--- src/diag_unit_map.svh ---
// offsets, field positions, reset values and codes for the diagnose unit
`ifndef DIAG_UNIT_MAP_SVH
`define DIAG_UNIT_MAP_SVH
`define DIAG_MAJOR_OP 6'h05
`define DIAG_EXT_MASK 8'hf2
`define EXT_MOVE_TO 8'h12
`define EXT_MOVE_FROM_A 8'ha0
`define EXT_MOVE_FROM_B 8'h30
`define EXT_ICACHE_TEST 8'h40
`define EXT_DCACHE_TEST 8'h42
`define EXT_LAB_READ 8'hc0
`define EXT_LAB_WRITE 8'hc2
`define EXT_TRAP_UNMASK 8'h50
`define EXT_TRAP_MASK 8'h52
`define EXT_SHADOW_TO_GPR 8'hd0
`define EXT_GPR_TO_SHADOW 8'hd2
`define EXT_IMPL_RETURN 8'h60
`define EXT_IMPL_RET_MASK 8'hf8
`define EXT_BANK_ZERO 8'h70
`define EXT_BANK_ONE 8'h72
`define DR_ERR_REG 5'h00
`define DR_CH_REG 5'h08
`define DR_LAB_VPN 5'h10
`define DR_LAB_RPN 5'h11
`define SHADOW_LAST 3'h6
`define DR_ERR_MASK 32'h0000_00ff
`define DR_RO_MASK 32'hff00_0000
`define DR_WO_MASK 32'h00ff_0000
`define WB_ADDR_CTRL 4'h0
`define WB_ADDR_STATUS 4'h4
`define WB_ADDR_ERRSET 4'h8
`define CTRL_RESET 32'h0000_0000
`endif

--- src/diag_unit_pkg.sv ---
// types shared by the diagnose unit
package diag_unit_pkg;
  typedef struct packed {
    logic valid;
    logic [31:0] word;
    logic [1:0] priv;
    logic [31:0] gpr_x;
  } insn_s;
  typedef struct packed {
    logic valid;
    logic [4:0] idx;
    logic [31:0] data;
  } gpr_wr_s;
  typedef struct packed {
    logic [31:0] status;
    logic [31:0] off_front;
    logic [31:0] off_back;
    logic [31:0] spc_front;
    logic [31:0] spc_back;
  } ret_state_s;
  typedef enum logic [2:0] {
    st_idle = 3'b001,
    st_copy = 3'b010,
    st_wait = 3'b100
  } seq_e;
endpackage : diag_unit_pkg

--- src/diag_insn_unit.sv ---
// diagnose instruction decoder and executor with wishbone status port
//
// Decided for this implementation: the register offsets and the Wishbone slave port.
`timescale 1ns/1ps
`include "diag_unit_map.svh"
module diag_insn_unit (
  input wire logic ref_clk,
  input wire logic rst_b,
  input wire logic clk_en,
  input wire diag_unit_pkg::insn_s insn,
  output logic insn_busy,
  input wire logic sync_valid,
  output logic sync_stall,
  output logic priv_trap,
  output logic illegal_insn,
  output diag_unit_pkg::gpr_wr_s gpr_wr,
  output logic [4:0] gpr_rd_idx,
  input wire logic [31:0] gpr_rd_data,
  output logic icache_selftest_start,
  input wire logic icache_selftest_done,
  output logic dcache_selftest_start,
  input wire logic dcache_selftest_done,
  output logic lab_rd_req,
  input wire logic lab_rd_ack,
  input wire logic [31:0] lab_rd_vpn,
  input wire logic [31:0] lab_rd_rpn,
  output logic lab_wr_req,
  output logic [31:0] lab_wr_vpn,
  output logic [31:0] lab_wr_rpn,
  input wire logic toc_request,
  output logic transfer_of_control_trap,
  input wire diag_unit_pkg::ret_state_s saved_state,
  output diag_unit_pkg::ret_state_s restored_state,
  output logic restore_valid,
  input wire logic [7:0] machine_check_error_bits,
  input wire logic [3:0] wb_adr_i,
  input wire logic [31:0] wb_dat_i,
  output logic [31:0] wb_dat_o,
  input wire logic wb_we_i,
  input wire logic [3:0] wb_sel_i,
  input wire logic wb_cyc_i,
  input wire logic wb_stb_i,
  output logic wb_ack_o
);
  ////////////////////////////////////////////////////////////////////////////
  // decode
  // format bit 0 is word bit 31, so the extension sits at word[12:5]
  logic [5:0] major;
  logic [7:0] ext;
  logic [7:0] ext_m;
  logic is_diag;
  logic privileged_ok;
  logic [4:0] fld_r;
  logic [4:0] fld_x;
  logic [4:0] fld_t;
  assign major = insn.word[31:26];
  assign ext = insn.word[12:5];
  assign ext_m = ext & `DIAG_EXT_MASK;
  assign fld_r = insn.word[25:21];
  assign fld_x = insn.word[20:16];
  assign fld_t = insn.word[4:0];
  assign is_diag = insn.valid && (major == `DIAG_MAJOR_OP) && !insn_busy;
  assign privileged_ok = (insn.priv == 2'h0);
  logic go;
  assign go = is_diag && privileged_ok;
  logic d_mt, d_mfa, d_mfb, d_ic, d_dc, d_lr, d_lw, d_ten, d_tdis, d_s2g, d_g2s, d_ret;
  logic d_b0, d_b1;
  always_comb begin
    d_mt = go && (ext_m == `EXT_MOVE_TO);
    d_mfa = go && (ext_m == `EXT_MOVE_FROM_A);
    d_mfb = go && (ext_m == `EXT_MOVE_FROM_B);
    d_ic = go && (ext_m == `EXT_ICACHE_TEST);
    d_dc = go && (ext_m == `EXT_DCACHE_TEST);
    d_lr = go && (ext_m == `EXT_LAB_READ);
    d_lw = go && (ext_m == `EXT_LAB_WRITE);
    d_ten = go && (ext_m == `EXT_TRAP_UNMASK);
    d_tdis = go && (ext_m == `EXT_TRAP_MASK);
    d_s2g = go && (ext_m == `EXT_SHADOW_TO_GPR);
    d_g2s = go && (ext_m == `EXT_GPR_TO_SHADOW);
    d_ret = go && ((ext & `EXT_IMPL_RET_MASK) == `EXT_IMPL_RETURN);
    d_b0 = go && (ext_m == `EXT_BANK_ZERO);
    d_b1 = go && (ext_m == `EXT_BANK_ONE);
  end
  logic any_known;
  assign any_known = d_mt | d_mfa | d_mfb | d_ic | d_dc | d_lr | d_lw | d_ten | d_tdis
    | d_s2g | d_g2s | d_ret | d_b0 | d_b1;
  // mis-pathed move-from is refused rather than answered with the wrong port
  logic mf_bad;
  assign mf_bad = (d_mfa && (fld_r == `DR_ERR_REG || fld_r == `DR_CH_REG))
    || (d_mfb && !(fld_r == `DR_ERR_REG || fld_r == `DR_CH_REG));
  ////////////////////////////////////////////////////////////////////////////
  // flags, self-test tracking, shadow sequencer
  logic diag_bank_bit_r, diag_bank_bit_nxt;
  logic soft_trap_enable_flag_r, soft_trap_enable_flag_nxt;
  logic toc_pend_r, toc_pend_nxt;
  logic ic_run_r, ic_run_nxt, dc_run_r, dc_run_nxt;
  logic lab_rd_r, lab_rd_nxt;
  diag_unit_pkg::seq_e seq_r, seq_nxt;
  logic dir_r, dir_nxt;
  logic [2:0] cnt_r, cnt_nxt;
  logic [31:0] shadow_reg_array_r [7];
  logic [31:0] shadow_nxt [7];
  logic [4:0] map_idx [7];
  assign map_idx = '{5'h01, 5'h08, 5'h09, 5'h10, 5'h11, 5'h18, 5'h19};
  always_comb begin
    diag_bank_bit_nxt = diag_bank_bit_r;
    if (d_b0) diag_bank_bit_nxt = 1'b0;
    if (d_b1) diag_bank_bit_nxt = 1'b1;
    soft_trap_enable_flag_nxt = soft_trap_enable_flag_r;
    if (d_ten) soft_trap_enable_flag_nxt = 1'b1;
    if (d_tdis) soft_trap_enable_flag_nxt = 1'b0;
    // condition collected even while masked; taking it consumes it
    toc_pend_nxt = (toc_pend_r && !transfer_of_control_trap) || toc_request;
    ic_run_nxt = (ic_run_r && !icache_selftest_done) || d_ic;
    dc_run_nxt = (dc_run_r && !dcache_selftest_done) || d_dc;
    lab_rd_nxt = (lab_rd_r && !lab_rd_ack) || d_lr;
    seq_nxt = seq_r;
    dir_nxt = dir_r;
    cnt_nxt = cnt_r;
    for (int i = 0; i < 7; i++) begin
      shadow_nxt[i] = shadow_reg_array_r[i];
    end
    case (seq_r)
      diag_unit_pkg::st_idle: begin
        if (d_s2g || d_g2s) begin
          seq_nxt = diag_unit_pkg::st_copy;
          dir_nxt = d_g2s;
          cnt_nxt = 3'h0;
        end
      end
      diag_unit_pkg::st_copy: begin
        if (dir_r) shadow_nxt[cnt_r] = gpr_rd_data;
        if (cnt_r == `SHADOW_LAST) begin
          seq_nxt = diag_unit_pkg::st_wait;
        end else begin
          cnt_nxt = cnt_r + 3'h1;
        end
      end
      diag_unit_pkg::st_wait: seq_nxt = diag_unit_pkg::st_idle;
      default: seq_nxt = diag_unit_pkg::st_idle;
    endcase
  end
  always_ff @(posedge ref_clk) begin
    if (!rst_b) begin
      diag_bank_bit_r <= 1'b0;
      soft_trap_enable_flag_r <= 1'b0;
      toc_pend_r <= 1'b0;
      ic_run_r <= 1'b0;
      dc_run_r <= 1'b0;
      lab_rd_r <= 1'b0;
      seq_r <= diag_unit_pkg::st_idle;
      dir_r <= 1'b0;
      cnt_r <= 3'h0;
    end else if (clk_en) begin
      diag_bank_bit_r <= diag_bank_bit_nxt;
      soft_trap_enable_flag_r <= soft_trap_enable_flag_nxt;
      toc_pend_r <= toc_pend_nxt;
      ic_run_r <= ic_run_nxt;
      dc_run_r <= dc_run_nxt;
      lab_rd_r <= lab_rd_nxt;
      seq_r <= seq_nxt;
      dir_r <= dir_nxt;
      cnt_r <= cnt_nxt;
    end
  end
  for (genvar g = 0; g < 7; g++) begin : g_shadow
    always_ff @(posedge ref_clk) begin
      if (!rst_b) begin
        shadow_reg_array_r[g] <= 32'h0000_0000;
      end else if (clk_en) begin
        shadow_reg_array_r[g] <= shadow_nxt[g];
      end
    end
  end
  // the shadow copy relies on software having drained the pipe first
  assign insn_busy = (seq_r != diag_unit_pkg::st_idle) || lab_rd_r;
  assign gpr_rd_idx = (seq_r == diag_unit_pkg::st_copy) ? map_idx[cnt_r] : fld_x;
  assign sync_stall = sync_valid && (ic_run_r || dc_run_r);
  assign transfer_of_control_trap = toc_pend_r && soft_trap_enable_flag_r;
  ////////////////////////////////////////////////////////////////////////////
  // diagnose register banks
  logic [31:0] dr_rd;
  logic [31:0] vpn, rpn;
  logic [7:0] err_sync1_r, err_sync2_r;
  logic [7:0] err_sync1_nxt, err_sync2_nxt;
  // error lines come from other clock regions; only stage two is read
  always_comb begin
    err_sync1_nxt = machine_check_error_bits;
    err_sync2_nxt = err_sync1_r;
  end
  always_ff @(posedge ref_clk) begin
    if (!rst_b) begin
      err_sync1_r <= 8'h00;
      err_sync2_r <= 8'h00;
    end else if (clk_en) begin
      err_sync1_r <= err_sync1_nxt;
      err_sync2_r <= err_sync2_nxt;
    end
  end
  logic wb_hit_errset;
  diag_reg_bank u_bank (
    .ref_clk(ref_clk),
    .rst_b(rst_b),
    .clk_en(clk_en),
    .wr_en(d_mt),
    .bank(diag_bank_bit_r),
    .wr_idx(fld_r),
    .wr_data(gpr_rd_data),
    .rd_idx(fld_r),
    .rd_data(dr_rd),
    .err_set(err_sync2_r | (wb_hit_errset ? wb_dat_i[7:0] : 8'h00)),
    .lab_load(lab_rd_r && lab_rd_ack),
    .lab_vpn(lab_rd_vpn),
    .lab_rpn(lab_rd_rpn),
    .vpn_out(vpn),
    .rpn_out(rpn)
  );
  ////////////////////////////////////////////////////////////////////////////
  // registered outputs
  diag_unit_pkg::gpr_wr_s gpr_wr_nxt;
  diag_unit_pkg::ret_state_s rest_nxt;
  logic priv_trap_nxt;
  logic illegal_insn_nxt;
  logic ic_start_nxt;
  logic dc_start_nxt;
  logic lab_wr_req_nxt;
  logic [31:0] lab_wr_vpn_nxt;
  logic [31:0] lab_wr_rpn_nxt;
  logic restore_valid_nxt;
  always_comb begin
    gpr_wr_nxt = '0;
    if ((d_mfa || d_mfb) && !mf_bad) begin
      gpr_wr_nxt.valid = 1'b1;
      gpr_wr_nxt.idx = d_mfa ? fld_t : fld_x;
      gpr_wr_nxt.data = dr_rd;
    end else if (seq_r == diag_unit_pkg::st_copy && !dir_r) begin
      gpr_wr_nxt.valid = 1'b1;
      gpr_wr_nxt.idx = map_idx[cnt_r];
      gpr_wr_nxt.data = shadow_reg_array_r[cnt_r];
    end
    // state is only taken over on a privileged return, else held
    rest_nxt = restored_state;
    if (d_ret) rest_nxt = saved_state;
    restore_valid_nxt = d_ret;
    priv_trap_nxt = is_diag && !privileged_ok;
    illegal_insn_nxt = (go && !any_known) || mf_bad;
    ic_start_nxt = d_ic;
    dc_start_nxt = d_dc;
    lab_wr_req_nxt = d_lw;
    lab_wr_vpn_nxt = lab_wr_vpn;
    lab_wr_rpn_nxt = lab_wr_rpn;
    if (d_lw) begin
      // page values held after the pulse so a slow buffer may latch late
      lab_wr_vpn_nxt = vpn;
      lab_wr_rpn_nxt = rpn;
    end
  end
  always_ff @(posedge ref_clk) begin
    if (!rst_b) begin
      gpr_wr <= '0;
      priv_trap <= 1'b0;
      illegal_insn <= 1'b0;
      icache_selftest_start <= 1'b0;
      dcache_selftest_start <= 1'b0;
      lab_wr_req <= 1'b0;
      lab_wr_vpn <= 32'h0000_0000;
      lab_wr_rpn <= 32'h0000_0000;
      restored_state <= '0;
      restore_valid <= 1'b0;
    end else if (clk_en) begin
      gpr_wr <= gpr_wr_nxt;
      priv_trap <= priv_trap_nxt;
      illegal_insn <= illegal_insn_nxt;
      icache_selftest_start <= ic_start_nxt;
      dcache_selftest_start <= dc_start_nxt;
      lab_wr_req <= lab_wr_req_nxt;
      lab_wr_vpn <= lab_wr_vpn_nxt;
      lab_wr_rpn <= lab_wr_rpn_nxt;
      restored_state <= rest_nxt;
      restore_valid <= restore_valid_nxt;
    end
  end
  assign lab_rd_req = lab_rd_r;
  ////////////////////////////////////////////////////////////////////////////
  // wishbone status slave: ack one cycle after strobe
  logic ack_r;
  logic [31:0] rd_r, rd_nxt;
  logic req;
  assign req = wb_cyc_i && wb_stb_i && !ack_r;
  assign wb_hit_errset = req && wb_we_i && wb_sel_i[0] && (wb_adr_i == `WB_ADDR_ERRSET) && clk_en;
  always_comb begin
    case (wb_adr_i)
      `WB_ADDR_CTRL: rd_nxt = {29'h0, toc_pend_r, soft_trap_enable_flag_r, diag_bank_bit_r};
      `WB_ADDR_STATUS: rd_nxt = {28'h0, lab_rd_r, seq_r != diag_unit_pkg::st_idle, dc_run_r,
        ic_run_r};
      default: rd_nxt = 32'h0000_0000;
    endcase
  end
  always_ff @(posedge ref_clk) begin
    if (!rst_b) begin
      ack_r <= 1'b0;
      rd_r <= 32'h0000_0000;
    end else if (clk_en) begin
      ack_r <= req;
      rd_r <= req ? rd_nxt : rd_r;
    end
  end
  assign wb_ack_o = ack_r;
  assign wb_dat_o = rd_r;
endmodule : diag_insn_unit

--- src/diag_reg_bank.sv ---
// two banks of diagnose registers with protected and write-one-clear bits
`timescale 1ns/1ps
`include "diag_unit_map.svh"
module diag_reg_bank (
  input wire logic ref_clk,
  input wire logic rst_b,
  input wire logic clk_en,
  input wire logic wr_en,
  input wire logic bank,
  input wire logic [4:0] wr_idx,
  input wire logic [31:0] wr_data,
  input wire logic [4:0] rd_idx,
  output logic [31:0] rd_data,
  input wire logic [7:0] err_set,
  input wire logic lab_load,
  input wire logic [31:0] lab_vpn,
  input wire logic [31:0] lab_rpn,
  output logic [31:0] vpn_out,
  output logic [31:0] rpn_out
);
  logic [31:0] regs_r [64];
  logic [31:0] regs_nxt [64];
  always_comb begin
    for (int i = 0; i < 64; i++) begin
      regs_nxt[i] = regs_r[i];
    end
    if (wr_en) begin
      if (wr_idx == `DR_ERR_REG) begin
        // error bits clear on one, rest keep ro bits
        regs_nxt[{bank, wr_idx}] = (regs_r[{bank, wr_idx}] & `DR_RO_MASK)
          | (wr_data & ~`DR_RO_MASK & ~`DR_ERR_MASK)
          | (regs_r[{bank, wr_idx}] & `DR_ERR_MASK & ~wr_data);
      end else begin
        regs_nxt[{bank, wr_idx}] = (regs_r[{bank, wr_idx}] & `DR_RO_MASK)
          | (wr_data & ~`DR_RO_MASK);
      end
    end
    // hardware set wins over a same-cycle clear
    regs_nxt[0][7:0] = regs_nxt[0][7:0] | err_set;
    if (lab_load) begin
      regs_nxt[{1'b0, `DR_LAB_VPN}] = lab_vpn;
      regs_nxt[{1'b0, `DR_LAB_RPN}] = lab_rpn;
    end
  end
  for (genvar g = 0; g < 64; g++) begin : g_reg
    always_ff @(posedge ref_clk) begin
      if (!rst_b) begin
        regs_r[g] <= 32'h0000_0000;
      end else if (clk_en) begin
        regs_r[g] <= regs_nxt[g];
      end
    end
  end
  assign rd_data = regs_r[{bank, rd_idx}] & ~`DR_WO_MASK;
  assign vpn_out = regs_r[{1'b0, `DR_LAB_VPN}];
  assign rpn_out = regs_r[{1'b0, `DR_LAB_RPN}];
endmodule : diag_reg_bank

--- config.mk ---
export PLATFORM = sky130hd
export DESIGN_NAME = diag_insn_unit
export DESIGN_NICKNAME = d
export VERILOG_FILES = /design/src/diag_unit_pkg.sv /design/src/diag_insn_unit.sv /design/src/diag_reg_bank.sv
export VERILOG_INCLUDE_DIRS = /design/src
export SDC_FILE = /design/constraint.sdc
export NUM_CORES = 2
export LEC_CHECK = 0
export ABC_AREA = 1
export BUFFER_PORTS_ARGS = -buffer_cell sky130_fd_sc_hd__buf_4
export CAP_MARGIN = 10
export CORE_ASPECT_RATIO = 1.4
export CORE_MARGIN = 8
export CORE_UTILIZATION = 40
export CTS_BUF_LIST = sky130_fd_sc_hd__clkbuf_8 sky130_fd_sc_hd__clkbuf_16
export DETAILED_ROUTE_END_ITERATION = 8
export REMOVE_ABC_BUFFERS = 1
export SYNTH_ARGS = -nofsm -noshare
export SYNTH_HDL_FRONTEND = slang
export SYNTH_HIERARCHICAL = 1
export SYNTH_SLANG_ARGS = --single-unit
--- constraint.sdc ---
create_clock -name ref_clk -period 76.1 [get_ports ref_clk]
set_clock_uncertainty 0.15 [all_clocks]
set_input_delay 3.805 -clock ref_clk [delete_from_list [all_inputs] [get_ports ref_clk]]
set_output_delay 3.805 -clock ref_clk [all_outputs]
set_load 0.03 [all_outputs]
==> results_dict.tcl <==
set metrics [dict create \
    status "finished clean" \
    ys_seq_area_frac 0.548 \
    rr_worst_depth 13 \
    via_count 94600 \
    path_clk_slew_ps 60 \
    ys_ff_latch 2081 \
    fmax_ghz 0.0992 \
    reg2reg_slack_ps 68810 \
    antenna_found_initial 11 \
    netlist_top_cells_area "edfxtp_1, o21ai_0, a21oi_1" \
    syn_inst 13000 \
    syn-cell-area_um2 109000 \
    dieArea_um2 288000 \
    post_cts_resize_count 0 \
    rows 226 \
    grt-ovfl-total 0 \
    cts_tree "yes" \
    regToRegStartpoint "seq_r[0]" \
    postCtsHoldBufs 0 \
    grt_use_total 0.250 \
    min_to "lab_wr_rpn[19]" \
    leakage_nw 46.0 \
    drcViolationCount 0 \
    routed_via_density 5.71 \
    tightest_slew_ps 1400 \
    synth_async_sr_flop_share 0 \
    drtAntennaViolNets 0 \
    synth_top_cell_by_area "edfxtp_1" \
    synth_ff_type "edfxtp_1" \
    hp-start "lab_wr_rpn[19]" \
    min_path_cells 2 \
    routedWlPerCell_um 23.3 \
    cp.arrival_ps 10410 \
    worstSkewPairLatency_ps 930 \
    core-area_um2 270000 \
    dp_hpwl_um 229000 \
    cts_root_buf "clkbuf_16" \
    cp_max_fo 80 \
    grt_max_degree 234 \
    final.setup.tns_ps 0 \
    synth_top_area_frac 0.491 \
    area_delta_synth_final_pct 12.3 \
    cts_buffers 218 \
    finalCritPeriodShare 0.133 \
    drt_iter0_drc 11000 \
    yosysMostFrequentCell "o21ai_0" \
    yosys-top-cells-count "o21ai_0, nand2_1, edfxtp_1" \
    grt_pass1_wl_um 567000 \
    synth_edf_count 1776 \
    rsz0062_at_grt "false" \
    hold_viol 0 \
    ctsLongestPathBuffers 4 \
    synth.distinct_cells 46 \
    pin_count 692 \
    synth.avg_cell_area_um2 8.36 \
    grt_pass1_vias 87900 \
    cap_violations 0 \
    totalPowerFinal_mw 2.57 \
    gp_congestion 0.914 \
    dieWidth_um 456 \
    hold_path.class "reg -> reg" \
    required_ps 76430 \
    htree_levels 4 \
    rr_endpoint "u_bank/regs_r[36][9]" \
    slew_headroom 0.0535 \
    pwr_density_cell_nw_per_um2 21.1 \
    post_cts_buffers 0 \
    crit_type "in -> reg" \
    initial_utilization 0.401 \
    utilization 0.451 \
    finalMaxSlewViolations 0 \
    drt-total-wl_um 385000 \
    setup_viol 0 \
    ir_drop_mv 0.0191 \
    die_h_um 632 \
    drive_above_1_share 0.100 \
    numClockSinks 2081 \
    port_buffers 599 \
    dr.pass1.iters 8 \
    cp-end-kind "register" \
    yosys_warnings 6 \
    period_needed_ps 10080 \
    nets 13200 \
    worst_setup_path_start_kind "input pin" \
]
[sequential cells by signal (all words and copies together) (netlist names), 3 cells and up, named ones only]
register	count
seq_r	3
lab_wr_rpn	32
wb_dat_o	4
cnt_r	3
lab_wr_vpn	32
err_sync1_r	8
shadow_reg_array_r	224
u_bank/regs_r	1552
restored_state	160
gpr_wr	38
err_sync2_r	8
[how the worst max path moves through the flow]
| stage | from | end | slack, ps | cells after the start |
|---|---|---|---|---|
| after detailed placement | insn[65] | u_bank/regs_r[32][10] | 65210 | 14 |
| final | insn[65] | u_bank/regs_r[36][9] | 66020 | 14 |
| after CTS | insn[65] | u_bank/regs_r[34][14] | 66140 | 14 |
| after floorplan | clk_en | u_bank/regs_r[0][10] | -24890 | 4 |
| after global placement | insn[65] | u_bank/regs_r[32][10] | 65220 | 14 |
| after global routing | insn[65] | u_bank/regs_r[34][14] | 65820 | 14 |
[stage by stage]
step	hold slack (ps)	instance area (um2)	setup WS (ps)	cells
floorplan	290	104000	-24890	11800
global placement	284	115000	65220	16200
detailed placement	286	115000	65210	16200
CTS	296	122000	66140	16600
global route	309	122000	65820	16600
finish	291	122000	66020	16600
[cell type report]
cell class	count	area, um2
tap	3534	4420
clock buffer	247	5900
timing repair buffer	809	6300
fill	26800	148000
multi-input combinational	8833	41300
sequential	2081	59400
inverter	904	3440
antenna	4	10.0
clock inverter	150	1060
[critical path, cell delays in order]
cell      delay [ps]
buf_4            110
nand3b_1         150
nor2_1           320
nand3_4          190
nor2_4           330
inv_6            180
nor2_4           200
inv_6            120
nand2_4          540
buf_4            730
buf_4            820
buf_4            800
buf_4            790
buf_4            920
[cells by family (layout without fill, tap and decap cells)]
group	count (synthesis)	count (layout)	synth area share
other cells	2	40	0.0000692
compound gates	4667	4667	0.222
simple gates	4125	4125	0.153
buf+inv	2097	2110	0.0764
fa+ha+maj	5	5	0.000576
flops	2081	2081	0.548
[report_power, final]
group | leakage [nW] | internal (mW) | total (mW) | switching [mW]
logic | 21.6 | 0.0536 | 0.215 | 0.161
clock network | 3.58 | 0.599 | 1.07 | 0.473
registers | 20.8 | 1.27 | 1.29 | 0.0184
total | 46.0 | 1.92 | 2.57 | 0.652
[metal layers]
layer	global-route usage	up-vias	part of all wire
met1	0.323	45200	0.40
met3	0.0420	846	0.080
met2	0.408	4175	0.46
met5	0	-	0.000062
li1	-	44400	-
met4	0.126	4	0.059
[cell usage in the layout (no fill, tap or decap), drive strengths merged]
| cell | netlist | final |
|---|---|---|
| clkinvlp | 0 | 8 |
| o21a | 1 | 1 |
| nor2 | 1565 | 1565 |
| clkinv | 7 | 97 |
| a221oi | 13 | 13 |
| o211ai | 135 | 135 |
| a211oi | 30 | 30 |
| nand3b | 34 | 34 |
| a22oi | 15 | 15 |
| o21bai | 8 | 8 |
| o41ai | 1 | 1 |
| nor4 | 1 | 1 |
| dfxtp | 305 | 305 |
| nand3 | 388 | 388 |
| o21ai | 2569 | 2569 |
| or2 | 27 | 27 |
| buf | 306 | 808 |
| ha | 5 | 5 |
| o31ai | 2 | 2 |
| a21oi | 1728 | 1728 |
| nor3 | 141 | 141 |
| bufinv | 0 | 14 |
| o221ai | 16 | 16 |
| o22ai | 143 | 143 |
| diode | 0 | 4 |
| conb | 2 | 36 |
| a31oi | 4 | 4 |
| edfxtp | 1776 | 1776 |
| nand4 | 17 | 17 |
| inv | 897 | 935 |
| nand2 | 1952 | 1952 |
| a32o | 2 | 2 |
| clkbuf | 887 | 248 |
(Power assumes the default switching activity.)
